`config.mk`:
```
export PLATFORM = sky130hd
export DESIGN_NAME = trr_temp_readout
export DESIGN_NICKNAME = d
export VERILOG_FILES = /design/src/design/trr_pkg.sv /design/src/design/trr_temp_readout.sv
export SDC_FILE = /design/constraint.sdc
export NUM_CORES = 1
export LEC_CHECK = 0
export BUFFER_PORTS_ARGS = -buffer_cell sky130_fd_sc_hd__buf_2
export CAP_MARGIN = 10
export CORE_UTILIZATION = 45
export DETAILED_ROUTE_END_ITERATION = 6
export PLACE_DENSITY = 0.74
export SYNTH_ARGS = -nofsm -noshare
export SYNTH_HDL_FRONTEND = slang
export SYNTH_SLANG_ARGS = --single-unit
export TNS_END_PERCENT = 5
```
`constraint.sdc`:
```
create_clock -name i_clk_sys -period 2.7 [get_ports i_clk_sys]
set_clock_uncertainty 0.05 [all_clocks]
set_input_delay 0.54 -clock i_clk_sys [delete_from_list [all_inputs] [get_ports i_clk_sys]]
set_output_delay 0.54 -clock i_clk_sys [all_outputs]
set_load 0.02 [all_outputs]
```
`src/design/trr_pkg.sv`:
```
// Package for the temperature readout registers: map, field layout, carriers
package trr_pkg;
   localparam int TRR_ADDR_W = 6;
   localparam logic [5:0] TRR_OFS_CAPS = 6'h08;
   localparam logic [5:0] TRR_OFS_RESULT = 6'h09;
   localparam logic [15:0] TRR_CAPS_VALUE = 16'h0549;
   localparam logic [15:0] TRR_RESULT_RESET = 16'h0000;
   localparam logic [15:0] TRR_UNMAPPED_DATA = 16'h0000;
   // Capabilities fields
   localparam int TRR_CAP_RES_LSB = 0;
   localparam logic [2:0] TRR_CAP_RES_HALF_DEG = 3'h1;
   localparam int TRR_CAP_NBITS_LSB = 3;
   localparam logic [2:0] TRR_CAP_NBITS_TEN = 3'h1;
   localparam int TRR_CAP_SIGN_BIT = 6;
   localparam int TRR_CAP_WIDTH_BIT = 7;
   localparam int TRR_CAP_ONDIE_BIT = 8;
   localparam int TRR_CAP_REMOTES_LSB = 9;
   localparam logic [2:0] TRR_CAP_REMOTES = 3'h2;
   // Result word fields
   localparam int TRR_TEMP_W = 10;
   localparam logic [9:0] TRR_TEMP_FAULT = 10'h200;
   localparam logic [1:0] TRR_SENSOR_ON_DIE = 2'h0;
   localparam logic [1:0] TRR_SENSOR_LAST = 2'h2;
   localparam int TRR_NUM_SENSORS = 3;

   typedef struct packed {
      logic [9:0] temperature;
      logic [1:0] reserved_hi;
      logic [1:0] source_sensor_index;
      logic remote_fault_flag;
      logic reserved_lo;
   } trr_result_word_t;

   typedef struct packed {
      logic valid;
      logic [9:0] temperature;
      logic fault;
   } trr_conversion_t;

   typedef struct packed {
      logic strobe;
      logic [5:0] addr;
   } trr_read_req_t;
endpackage

```
`src/design/trr_temp_readout.sv`:
```
// Temperature capabilities and readout registers with scan order and flags
// Functional notes
// - Capabilities at 08h read fixed 0549h
// - Resolution field reads 001, half degree
// - Bit-count field reads 001, ten bits
// - Bit 6 set: signed two's complement
// - Bit 7 clear: sixteen-bit readout word
// - Bit 8 set: on-die sensor present
// - Bits 11-9 report two remote sensors
// - Readout at 09h, temperature in 15-6
// - Bits 3-2 hold source sensor index
// - On-die result returns fault bit zero
// - Remote result fault bit marks diode fault
// - Diode fault forces temperature 200h
// - Bits 5-4 and 0 read zero
// - One signed half-degree encoding for all
// - Readout read clears new-result flag
// - Unread overwrite sets overrun, read clears
// - Ascending round-robin over enabled sensors
`timescale 1ns/1ps
module trr_temp_readout (
   input wire logic i_clk_sys, // System clock, 100 MHz
   input wire logic i_resetn, // Synchronous reset, active low
   input wire trr_pkg::trr_conversion_t i_conv, // Finished conversion from front end
   input wire logic [2:0] i_sensor_enable, // Per-sensor scan enables
   input wire trr_pkg::trr_read_req_t i_rd, // Register read request
   output logic [15:0] o_rd_data, // Read data
   output logic o_rd_valid, // Read data valid pulse
   output logic [1:0] o_scan_sensor, // Sensor the front end measures now
   output logic o_temp_new_result_flag, // New result waiting
   output logic o_temp_overrun_flag // Result overwritten unread
);
   import trr_pkg::*;

   trr_result_word_t result_word;
   trr_result_word_t next_result_word;
   logic [1:0] scan_sensor;
   logic [1:0] next_scan_sensor;
   logic new_flag;
   logic next_new_flag;
   logic overrun_flag;
   logic next_overrun_flag;
   logic [15:0] rd_data;
   logic [15:0] next_rd_data;
   logic rd_valid;
   logic next_rd_valid;
   logic result_read;
   logic [15:0] caps_word;

   // Next enabled sensor after cur, wrapping; cur itself if it is the sole one or none is enabled
   function automatic logic [1:0] f_next_sensor(input logic [1:0] cur, input logic [2:0] en);
      logic [2:0] cand;
      logic [1:0] pick;
      pick = cur;
      for (int k = TRR_NUM_SENSORS; k >= 1; k--) begin
         cand = {1'b0, cur} + 3'(k);
         if (cand >= 3'(TRR_NUM_SENSORS)) begin
            cand = cand - 3'(TRR_NUM_SENSORS);
         end
         if (en[cand[1:0]]) begin
            pick = cand[1:0];
         end
      end
      return pick;
   endfunction

   always_comb begin
      caps_word = 16'h0000;
      caps_word[TRR_CAP_RES_LSB +: 3] = TRR_CAP_RES_HALF_DEG;
      caps_word[TRR_CAP_NBITS_LSB +: 3] = TRR_CAP_NBITS_TEN;
      caps_word[TRR_CAP_SIGN_BIT] = 1'b1;
      caps_word[TRR_CAP_WIDTH_BIT] = 1'b0;
      caps_word[TRR_CAP_ONDIE_BIT] = 1'b1;
      caps_word[TRR_CAP_REMOTES_LSB +: 3] = TRR_CAP_REMOTES;
   end

   assign result_read = i_rd.strobe && (i_rd.addr == TRR_OFS_RESULT);

   // Read port
   always_comb begin
      next_rd_valid = i_rd.strobe;
      next_rd_data = rd_data;
      if (i_rd.strobe) begin
         if (i_rd.addr == TRR_OFS_CAPS) begin
            next_rd_data = caps_word;
         end else if (i_rd.addr == TRR_OFS_RESULT) begin
            next_rd_data = result_word;
         end else begin
            next_rd_data = TRR_UNMAPPED_DATA;
         end
      end
   end

   // Result capture and flags
   always_comb begin
      next_result_word = result_word;
      next_new_flag = new_flag;
      next_overrun_flag = overrun_flag;
      next_scan_sensor = scan_sensor;
      if (!i_sensor_enable[scan_sensor]) begin
         next_scan_sensor = f_next_sensor(scan_sensor, i_sensor_enable);
      end
      if (result_read) begin
         next_new_flag = 1'b0;
         next_overrun_flag = 1'b0;
      end
      if (i_conv.valid) begin
         // Whole word loaded in one edge so a read never mixes two conversions
         next_result_word.temperature = i_conv.temperature;
         next_result_word.reserved_hi = 2'h0;
         next_result_word.source_sensor_index = scan_sensor;
         next_result_word.reserved_lo = 1'b0;
         next_result_word.remote_fault_flag = 1'b0;
         if (scan_sensor != TRR_SENSOR_ON_DIE && i_conv.fault) begin
            next_result_word.remote_fault_flag = 1'b1;
            next_result_word.temperature = TRR_TEMP_FAULT;
         end
         // A conversion in the same cycle as the read keeps its flag set
         next_new_flag = 1'b1;
         if (new_flag && !result_read) begin
            next_overrun_flag = 1'b1;
         end
         next_scan_sensor = f_next_sensor(scan_sensor, i_sensor_enable);
      end
   end

   always_ff @(posedge i_clk_sys) begin
      if (!i_resetn) begin
         result_word <= TRR_RESULT_RESET;
         new_flag <= 1'b0;
         overrun_flag <= 1'b0;
         scan_sensor <= TRR_SENSOR_ON_DIE;
         rd_data <= 16'h0000;
         rd_valid <= 1'b0;
      end else begin
         result_word <= next_result_word;
         new_flag <= next_new_flag;
         overrun_flag <= next_overrun_flag;
         scan_sensor <= next_scan_sensor;
         rd_data <= next_rd_data;
         rd_valid <= next_rd_valid;
      end
   end

   assign o_rd_data = rd_data;
   assign o_rd_valid = rd_valid;
   assign o_scan_sensor = scan_sensor;
   assign o_temp_new_result_flag = new_flag;
   assign o_temp_overrun_flag = overrun_flag;
endmodule // trr_temp_readout

```
# Word-level counts from Yosys, hierarchy flattened
# Index checks and enable logic that the tools add are counted.
word_totals:
  out_inout_bits: 21
  inputBits: 24
  wordCells: 76
  register_bits: 34
op_classes:
  n_reduce_logical: 8
  add_sub_neg: 6
  mux: 40
  order_cmp: 10
  n_eq_ne: 4
op_table:
  columns: ["cell", "count"]
  rows:
  - ["2-bit two-way mux", 17]
  - ["16-bit two-way mux", 2]
  - ["2-bit by 3-bit < comparator with 1-bit output, second input constant", 7]
  - ["1-bit binary-select mux with 2-bit select", 7]
  - ["1-bit two-way mux", 13]
  - ["6-bit by 4-bit equality test with 1-bit output, second input constant", 2]
  - ["10-bit two-way mux", 1]
  - ["3-bit by 2-bit >= comparator with 1-bit output, second input constant", 3]
  - ["2-bit by 2-bit adder with 3-bit output, second input constant", 2]
  - ["2-bit subtractor, second input constant", 3]
  - ["4-bit by 1-bit != test with 1-bit output, second input constant", 1]
  - ["2-bit nonzero test", 2]
  - ["4-bit nonzero test", 1]
  - ["2-bit by 1-bit adder with 3-bit output, second input constant", 1]
  - ["1-bit logical AND", 3]
  - ["3-bit AND reduction", 1]
  - ["2-bit != test, second input constant", 1]
  - ["1-bit zero test", 1]

# Longest topological paths before layout
# Gate-level depths: netlist of run 1.
depth:
  ltp_word: 11
  depth_mapped: 9

# Worst setup path before layout of run 1
# Ideal clock, no wire load.
synth_path:
  kind: "register to register"
  startpoint: "register scan_sensor[0], in the netlist o_scan_sensor[0]"
  endpoint: "register scan_sensor[0], in the netlist o_scan_sensor[0]"
  setup_ps: 122
  stages_incl_launch_ff: 10
  path_buffers: 2
  slack_ps: 428
  arrival_time_ps: 2100
  required_time_ps: 2528
  path_cell_list: "dfxtp_1 -> clkbuf_1 -> inv_1 -> ha_1 -> clkbuf_1 -> nand2_1 -> a21boi_0 -> o21ai_1 -> o21bai_1 -> a311o_1"
synth_via:
  elab_chain_cells: 10
  elab_cells_between_ends: 44
  classes_between: "add/sub (6); order compare (3); eq/ne (2); mux (31); reduce/logical (2)"
synth_rtl:
  columns: ["item", "line", "text"]
  rows:
  - ["start, declared", "trr_temp_readout.sv:37", "logic [1:0] scan_sensor;"]
  - ["start signal, assigned", "trr_temp_readout.sv:139", "scan_sensor <= next_scan_sensor;"]
  - ["2-bit by 2-bit adder with 3-bit output", "trr_temp_readout.sv:56", "cand = {1'b0, cur} + 3'(k);"]
  - ["3-bit by 2-bit >= comparator with 1-bit output or 2-bit subtractor (tied branches)", "trr_temp_readout.sv:57, trr_temp_readout.sv:58", null]
  - ["2-bit two-way mux", "trr_temp_readout.sv:57", "if (cand >= 3'(TRR_NUM_SENSORS)) begin"]
  - ["2-bit two-way mux", "trr_temp_readout.sv:100", "if (!i_sensor_enable[scan_sensor]) begin"]
  - ["1-bit binary-select mux with 2-bit select", "trr_temp_readout.sv:60", "if (en[cand[1:0]]) begin"]
  - ["1-bit two-way mux (implied by the code)", "trr_temp_readout.sv:60", null]
  - ["2-bit two-way mux (2 in series)", "trr_temp_readout.sv:60", null]
  - ["2-bit two-way mux", "trr_temp_readout.sv:100", null]
  - ["2-bit two-way mux", "trr_temp_readout.sv:107", "if (i_conv.valid) begin"]
# Several ways; a longest one is shown, not always the timed one. The select of a mux whose other input is x is not followed.
# A chain may end at the register's enable or synchronous reset.

# Final worst setup path of run 1
# Same ends and word-level chain as after synthesis.

==> results by group, run 1 <==
Clocking
  – Hold buffer count at cts: 0
  – Clock sink total: 32
  – Resized Gates After CTS: 0
  – Clk slew on worst S/H paths: around 0.090 ns
  – CTS max path bufs: 2
  – CTS tree: done
  – Setup Fix Bufs, Post-CTS: 0
  – Htree depth: 2
  – Worst-Skew Late Latency: 0.32 ns
  – CTS Buf Count: 5
  – Clock root buffer: clkbuf_4

Global route
  – Pin count of the biggest net entering global routing: 35
  – Antenna violations before repair: 0
  – GRT Util Overall: 19.9%
  – First-pass GRT wire length: roughly 5.2 mm
  – GRT overflow: 0
  – Vias in the first global route: approximately 1200

Timing
  – Fin crit share: 81.6%
  – Tmin final: 2.20 ns
  – Max Freq: 0.454 GHz
  – Slew @ Worst Pin: roughly 0.59 ns
  – Max-slew headroom: just over 60%
  – Fin. max-slew vios: 0
  – Final Setup Violations: 0
  – Setup tns final: 0 ns
  – Fin Hold WS: 0.389 ns
  – Final Hold Fails: 0
  – Unrepaired setup endpoints after global routing: no

Floorplanning
  – Die width: 59.2 um
  – Core area: roughly 3100 um^2
  – Starting Density: 47.8%
  – Die H: 59.2 um
  – Row count: 20
  – Die area: 3500 um^2
  – I/O pins: 45

Worst setup path
  – Slowest cell on the critical path: dfxtp_1
  – FF-to-FF End: o_scan_sensor[0]
  – Startpoint Class: flop
  – Crit path max fanout: 10
  – Worst reg2reg path startpoint: o_scan_sensor[0]
  – WS Path Type: reg2reg
  – Critical-path cell list: inv_1, ha_1, nor2b_1, a211oi_1, a31oi_1, o21bai_1, a311o_1
  – CP arrival: between 2 and 2.5 ns
  – Max stage delay on crit path: 0.53 ns
  – Worst Reg-to-Reg Cells: 7
  – CP Capture Type: flop
  – Worst reg2reg setup slack: about 0.50 ns
  – Worst endpoint required time: 2.86 ns

Synth
  – Synth top area share: between 40 and 50%
  – Seq/Total Area, Yosys: 43.5%
  – Ys flop type: dfxtp_1
  – Post-synth cell types: 34
  – Cell taking the most area after synthesis: dfxtp_1
  – Most instantiated library cell after synthesis: dfxtp_1
  – Post-synth EDFFs: 0
  – Warnings, synthesis: 0
  – Flops & latches, synth: 32
  – Most instantiated cells after synthesis: dfxtp_1 (32), nor2b_1 (24), a21oi_1 (13), nand2_1 (10)
  – Mapped Cells: 163
  – Avg Inst Size Synth: about 9.0 um^2
  – Synthesized area: 1470 um^2
  – Synth top area cells: dfxtp_1 (44%), nor2b_1 (10%), a22o_1 (4.8%)
  – Post-synth ARST share: 0%

Power
  – Seq pwr share: 46.5%
  – Switching share of power: 35.4%
  – Clk pwr share: between 20% and 30%
  – VDD IR max: 0.386 mV
  – Pleak: around 0.00077 uW
  – Combinational share of power: 33.1%
  – Power Internal: 767 uW
  – Cell Pwr Density: 682 nW/um^2
  – P_sw: 419 uW

Cells and area
  – Post-Layout Cell Count: between 200 and 250
  – Layout cells sized above 1: 26.6%
  – Final nets: 231
  – Area Growth Syn to Fin: 18.1%
  – Ant diodes: 0

Placement
  – HPWL Detailed: 2.23 mm
  – IO Port Bufs: 42
  – Gp weighted congestion: 0.859
  – DP Cell Count: 240

Min path
  – HP Start: i_conv[10]
  – HP Class: in2reg
  – Min-Delay Path Depth: 3
  – Hold Path End: result_word[15]

Routing
  – WL/cell: 12.7 um
  – Met2 routed wirelength: 1.57 mm
  – Top sig layer: met4
  – DR WL met3: roughly 180 um
  – Total number of vias: 1285
  – Drt pass-1 iters: 4
  – DRC Markers: 0
  – Detailed Route Iter0 Violations: 47
  – Routed Wire Length: approximately 3.1 mm
  – DR vias/cell: 5.20
  – Wl on met1: 1.32 mm
  – ANT nets after route: 0

Status
  – Outcome: finished clean

Run
  – Max Cap Violations: 0
[area by class of cell]
cell class                      count  area, um^2
Clock buffer                        6        41.3
Timing Repair Buffer               43         218
Fill cell                         300        1340
Sequential cell                    32         641
Inverter                            9        33.8
Multi-Input combinational cell    112         744
Clock inverter                      1        5.00
Tap cell                           44        55.1
[how the worst max path moves through the flow]
stage,slack (ns),cells past startpoint,from,endpoint
2_1_floorplan,0.43,9,o_scan_sensor[0],o_scan_sensor[0]
3_3_place_gp,0.50,6,i_rd[6],o_temp_new_result_flag
3_5_place_dp,0.44,6,i_rd[6],o_temp_new_result_flag
4_1_cts,0.55,7,o_scan_sensor[0],o_scan_sensor[0]
5_1_grt,0.35,7,o_scan_sensor[0],o_scan_sensor[0]
6_report,0.50,7,o_scan_sensor[0],o_scan_sensor[0]
[cell usage in the layout (no fill, tap or decap), drive strengths merged, types with 2 or more instances in the layout]
cell / synthesis / routed
nor2: 3 / 3
buf: 3 / 43
nand3: 2 / 2
o21ai: 10 / 10
ha: 4 / 4
and2: 9 / 9
conb: 1 / 2
nor2b: 24 / 24
a31oi: 2 / 2
a21boi: 6 / 6
nand2: 10 / 10
dfxtp: 32 / 32
a22oi: 3 / 3
mux2i: 3 / 3
inv: 9 / 9
clkbuf: 8 / 6
a21oi: 13 / 13
a22o: 8 / 8
nor3b: 2 / 2
[per-layer routing]
layer  GRT usage, %  vias up
li1               -      636
met1           23.0      590
met2           34.0       52
met3           6.55        7
met4           7.48        0
met5              0        -
[registers in the layout, summed over array words and instances, names as in the netlist]
name                    flops
o_rd_data                  14
o_rd_valid                  1
o_scan_sensor               2
o_temp_new_result_flag      1
o_temp_overrun_flag         1
result_word                13
[cell families (layout without fill, tap and decap cells)]
kind of cell | count (synthesis) | count (layout) | share of synthesized area, %
buffers and inverters | 20 | 59 | 6.12
adder cells (fa/ha/maj) | 4 | 4 | 3.40
AO/OA/AOI/OAI | 48 | 48 | 21.3
multiplexers | 4 | 4 | 2.81
flip-flops | 32 | 32 | 43.5
AND/OR/NAND/NOR | 54 | 54 | 22.5
other | 1 | 2 | 0.255
[power by group through the flow]
stage / clock, uW / sequential [uW] / combinational [uW]
CTS: 250 / 551 / 390
detailed placement: 0 / 562 / 388
global placement: 0 / 559 / 371
finish: 242 / 551 / 393
floorplan: 0 / 563 / 288
global route: 269 / 558 / 443
[critical path, delay by kind of cell, from the launching register on]
kind            cells  cell delay (ns)
fa+ha+maj           1             0.29
simple gates        1             0.25
buf+inv             1             0.22
flops               1             0.53
compound gates      4             0.76
[stage by stage]
| stage | worst slack [ns] | instance area, um^2 | utilization, % | total power (uW) |
|---|---|---|---|---|
| 2_1_floorplan | 0.428 | 1480 | - | 851 |
| 3_3_place_gp | 0.504 | 1690 | 55.0 | 930 |
| 3_5_place_dp | 0.444 | 1690 | 55.0 | 950 |
| 4_1_cts | 0.547 | 1740 | 56.5 | 1190 |
| 5_1_grt | 0.350 | 1740 | 56.5 | 1270 |
| 6_report | 0.496 | 1740 | 56.5 | 1190 |
No activity file was read; power rests on OpenSTA's default activity.
==> run 2, diff against run 1 <==
PLACE_DENSITY = 0.77   (was 0.74)
clock period = 2 ns   (was 2.7 ns; I/O delays follow)
==> results by group, run 2 (synthesis gave the netlist of run 1 again) <==
Status
  – Outcome: finished clean

Worst setup path
  – Worst reg2reg path startpoint: o_scan_sensor[1]
  – Max stage delay on crit path: 0.35 ns (-0.18 ns)
  – CP Capture Type: flop
  – Critical-path cell list: buf_4, ha_1, nor2b_1, a211oi_1, a31oi_1, o21bai_1, a311o_1
  – WS Path Type: reg2reg
  – Worst Path Buf+Inv: 1 (unchanged)
  – Worst endpoint required time: 2.18 ns (-0.68 ns)
  – Worst reg2reg setup slack: 0.16 ns (-0.33 ns)
  – CP arrival: 2.02 ns (-0.35 ns)
  – CP delay by family, top: compound AO/OA/AOI/OAI gates
  – Worst Setup SP: o_scan_sensor[1]
  – Crit path max fanout: 4 (-6)
  – Slowest cell on the critical path: dfxtp_1
  – Startpoint Class: flop

Cells and area
  – Most frequent cells in the layout: buf_2 (42), dfxtp_1 (31), nor2b_1 (24)
  – FILL cells: 291 (-3.0%)
  – Reg area: 642 um^2 (+0.20%)
  – Layout cells sized above 1: 29.7% (+3.1 points)
  – Final nets: 236 (+2.2%)
  – Leading cell type in the layout, fill and taps excluded: buf_2
  – Post-Layout Cell Count: 253 (+2.4%)
  – Area of the multi-input gates: 747 um^2 (+0.34%)
  – Ant diodes: 0 (unchanged)
  – Max FFs per register: 14 (unchanged)
  – Area Growth Syn to Fin: 23.0%

Timing
  – Tmin final: 1.84 ns (-0.365 ns)
  – Setup tns final: 0 ns (unchanged)
  – Final Worst Setup Slack: 0.161 ns (-0.335 ns)
  – Final Setup Violations: 0 (unchanged)
  – Fin. max-slew vios: 0 (unchanged)
  – Max Freq: 0.544 GHz (+20%)
  – Final Hold Fails: 0 (unchanged)
  – Unrepaired setup endpoints after global routing: no
  – Fin crit share: 91.9% (+10 points)

Placement
  – Gp weighted congestion: 0.841 (-2.0%)
  – HPWL Detailed: 2.13 mm (-4.5%)
  – DP Cell Count: 245 (+2.1%)
  – Post-Place Worst Slack: 0.159 ns (-0.285 ns)
  – IO Port Bufs: 42 (unchanged)

Power
  – Final Total Pwr: 1800 uW (+52%)
  – P_sw: 592 uW (+41%)
  – Pleak: 0.000809 uW (+5.0%)
  – Combinational share of power: 33.5% (+0.4 points)
  – Switching share of power: 32.9% (-2.5 points)
  – Clk pwr share: 26.6% (+6.2 points)
  – Seq pwr share: 39.8% (-6.7 points)
  – Power Internal: 1210 uW (+58%)
  – Cell Pwr Density: 996 nW/um^2 (+46%)
  – VDD IR max: 0.532 mV (+38%)

Run
  – Max Cap Violations: 0 (unchanged)

Clocking
  – Clock root buffer: clkbuf_4
  – Setup Fix Bufs, Post-CTS: 0 (unchanged)
  – CTS max path bufs: 2 (unchanged)
  – Hold buffer count at cts: 0 (unchanged)
  – Worst-Skew Late Latency: 0.33 ns (about the same)
  – CTS tree: done
  – Clock sink total: 32 (unchanged)
  – Htree depth: 2 (unchanged)
  – CTS Buf Count: 5 (unchanged)
  – Clk slew on worst S/H paths: 0.10 ns (about the same)

Global route
  – First-pass GRT wire length: 5.11 mm (-1.6%)
  – Vias in the first global route: 1131 (-4.8%)
  – GRT overflow: 0 (unchanged)
  – GRT Util Overall: 19.5% (-0.40 points)
  – Pin count of the biggest net entering global routing: 35 (unchanged)
  – Antenna violations before repair: 0 (unchanged)

Floorplanning
  – Core area: 3080 um^2 (unchanged)
  – Starting Density: 47.8% (unchanged)
  – Die width: 59.2 um (unchanged)
  – Die H: 59.2 um (unchanged)
  – Die area: 3500 um^2 (unchanged)
  – Row count: 20 (unchanged)
  – I/O pins: 45 (unchanged)

Routing
  – Detailed Route Iter0 Violations: 60 (+28%)
  – Routed Wire Length: 3.06 mm (-2.1%)
  – ANT nets after route: 0 (unchanged)
  – DRC Markers: 0 (unchanged)
  – WL/cell: 12.1 um (-4.4%)
  – Total number of vias: 1253 (-2.5%)
  – DR vias/cell: 4.95 (-4.8%)
  – Drt pass-1 iters: 4 (unchanged)

Min path
  – HP Start: i_rd[6]
  – HP Class: in2reg
run 2: changes by cell type in the layout (fill, tap and decap cells not counted), sizes merged:
cell / delta
bufinv: +1
buf: +5
run 2: area by class of cell:
type | count | share of cell area [%]
Inverter | 9 | 1.87
Clock buffer | 6 | 2.28
Tap cell | 44 | 3.04
Multi-Input combinational cell | 112 | 41.3
Timing Repair Buffer | 48 | 14.1
Clock inverter | 2 | 1.94
Sequential cell | 32 | 35.5
run 2: per-layer routing:
layer  vias up  track usage, %  share of wire (%)
met4         0            7.14                1.6
met1       573            23.2                 47
met3         5            6.33                4.3
met5         -               0                  0
met2        30            32.7                 47
li1        645               -                  -
run 2: path summary, 6_finish.rpt:
path,endpoint,cells after the start
max reg2reg,o_scan_sensor[0],7
min,o_rd_valid,2
min reg2reg,o_rd_data[6],2
max,o_scan_sensor[0],7
run 2: through the flow:
stage / hold WS [ns] / cell area, um^2 / utilization [%]
global placement: 0.393 / 1730 / 56.2
floorplan: 0.414 / 1490 / -
finish: 0.241 / 1810 / 58.8
detailed placement: 0.388 / 1730 / 56.2
global route: 0.211 / 1810 / 58.8
CTS: 0.230 / 1810 / 58.7
run 2: power groups by stage:
stage / Clock [uW] / Sequential (uW) / Combinational (uW)
2_1_floorplan: 0 / 763 / 409
3_3_place_gp: 0 / 729 / 592
3_5_place_dp: 0 / 731 / 596
4_1_cts: 489 / 716 / 600
5_1_grt: 524 / 724 / 678
6_report: 480 / 717 / 604
run 2: repair_timing:
item | 4_1_cts | 5_1_grt
endpoints found under the hold margin | 0 | 0
endpoints found under the setup margin | 0 | 2
resized for setup | 0 | 1
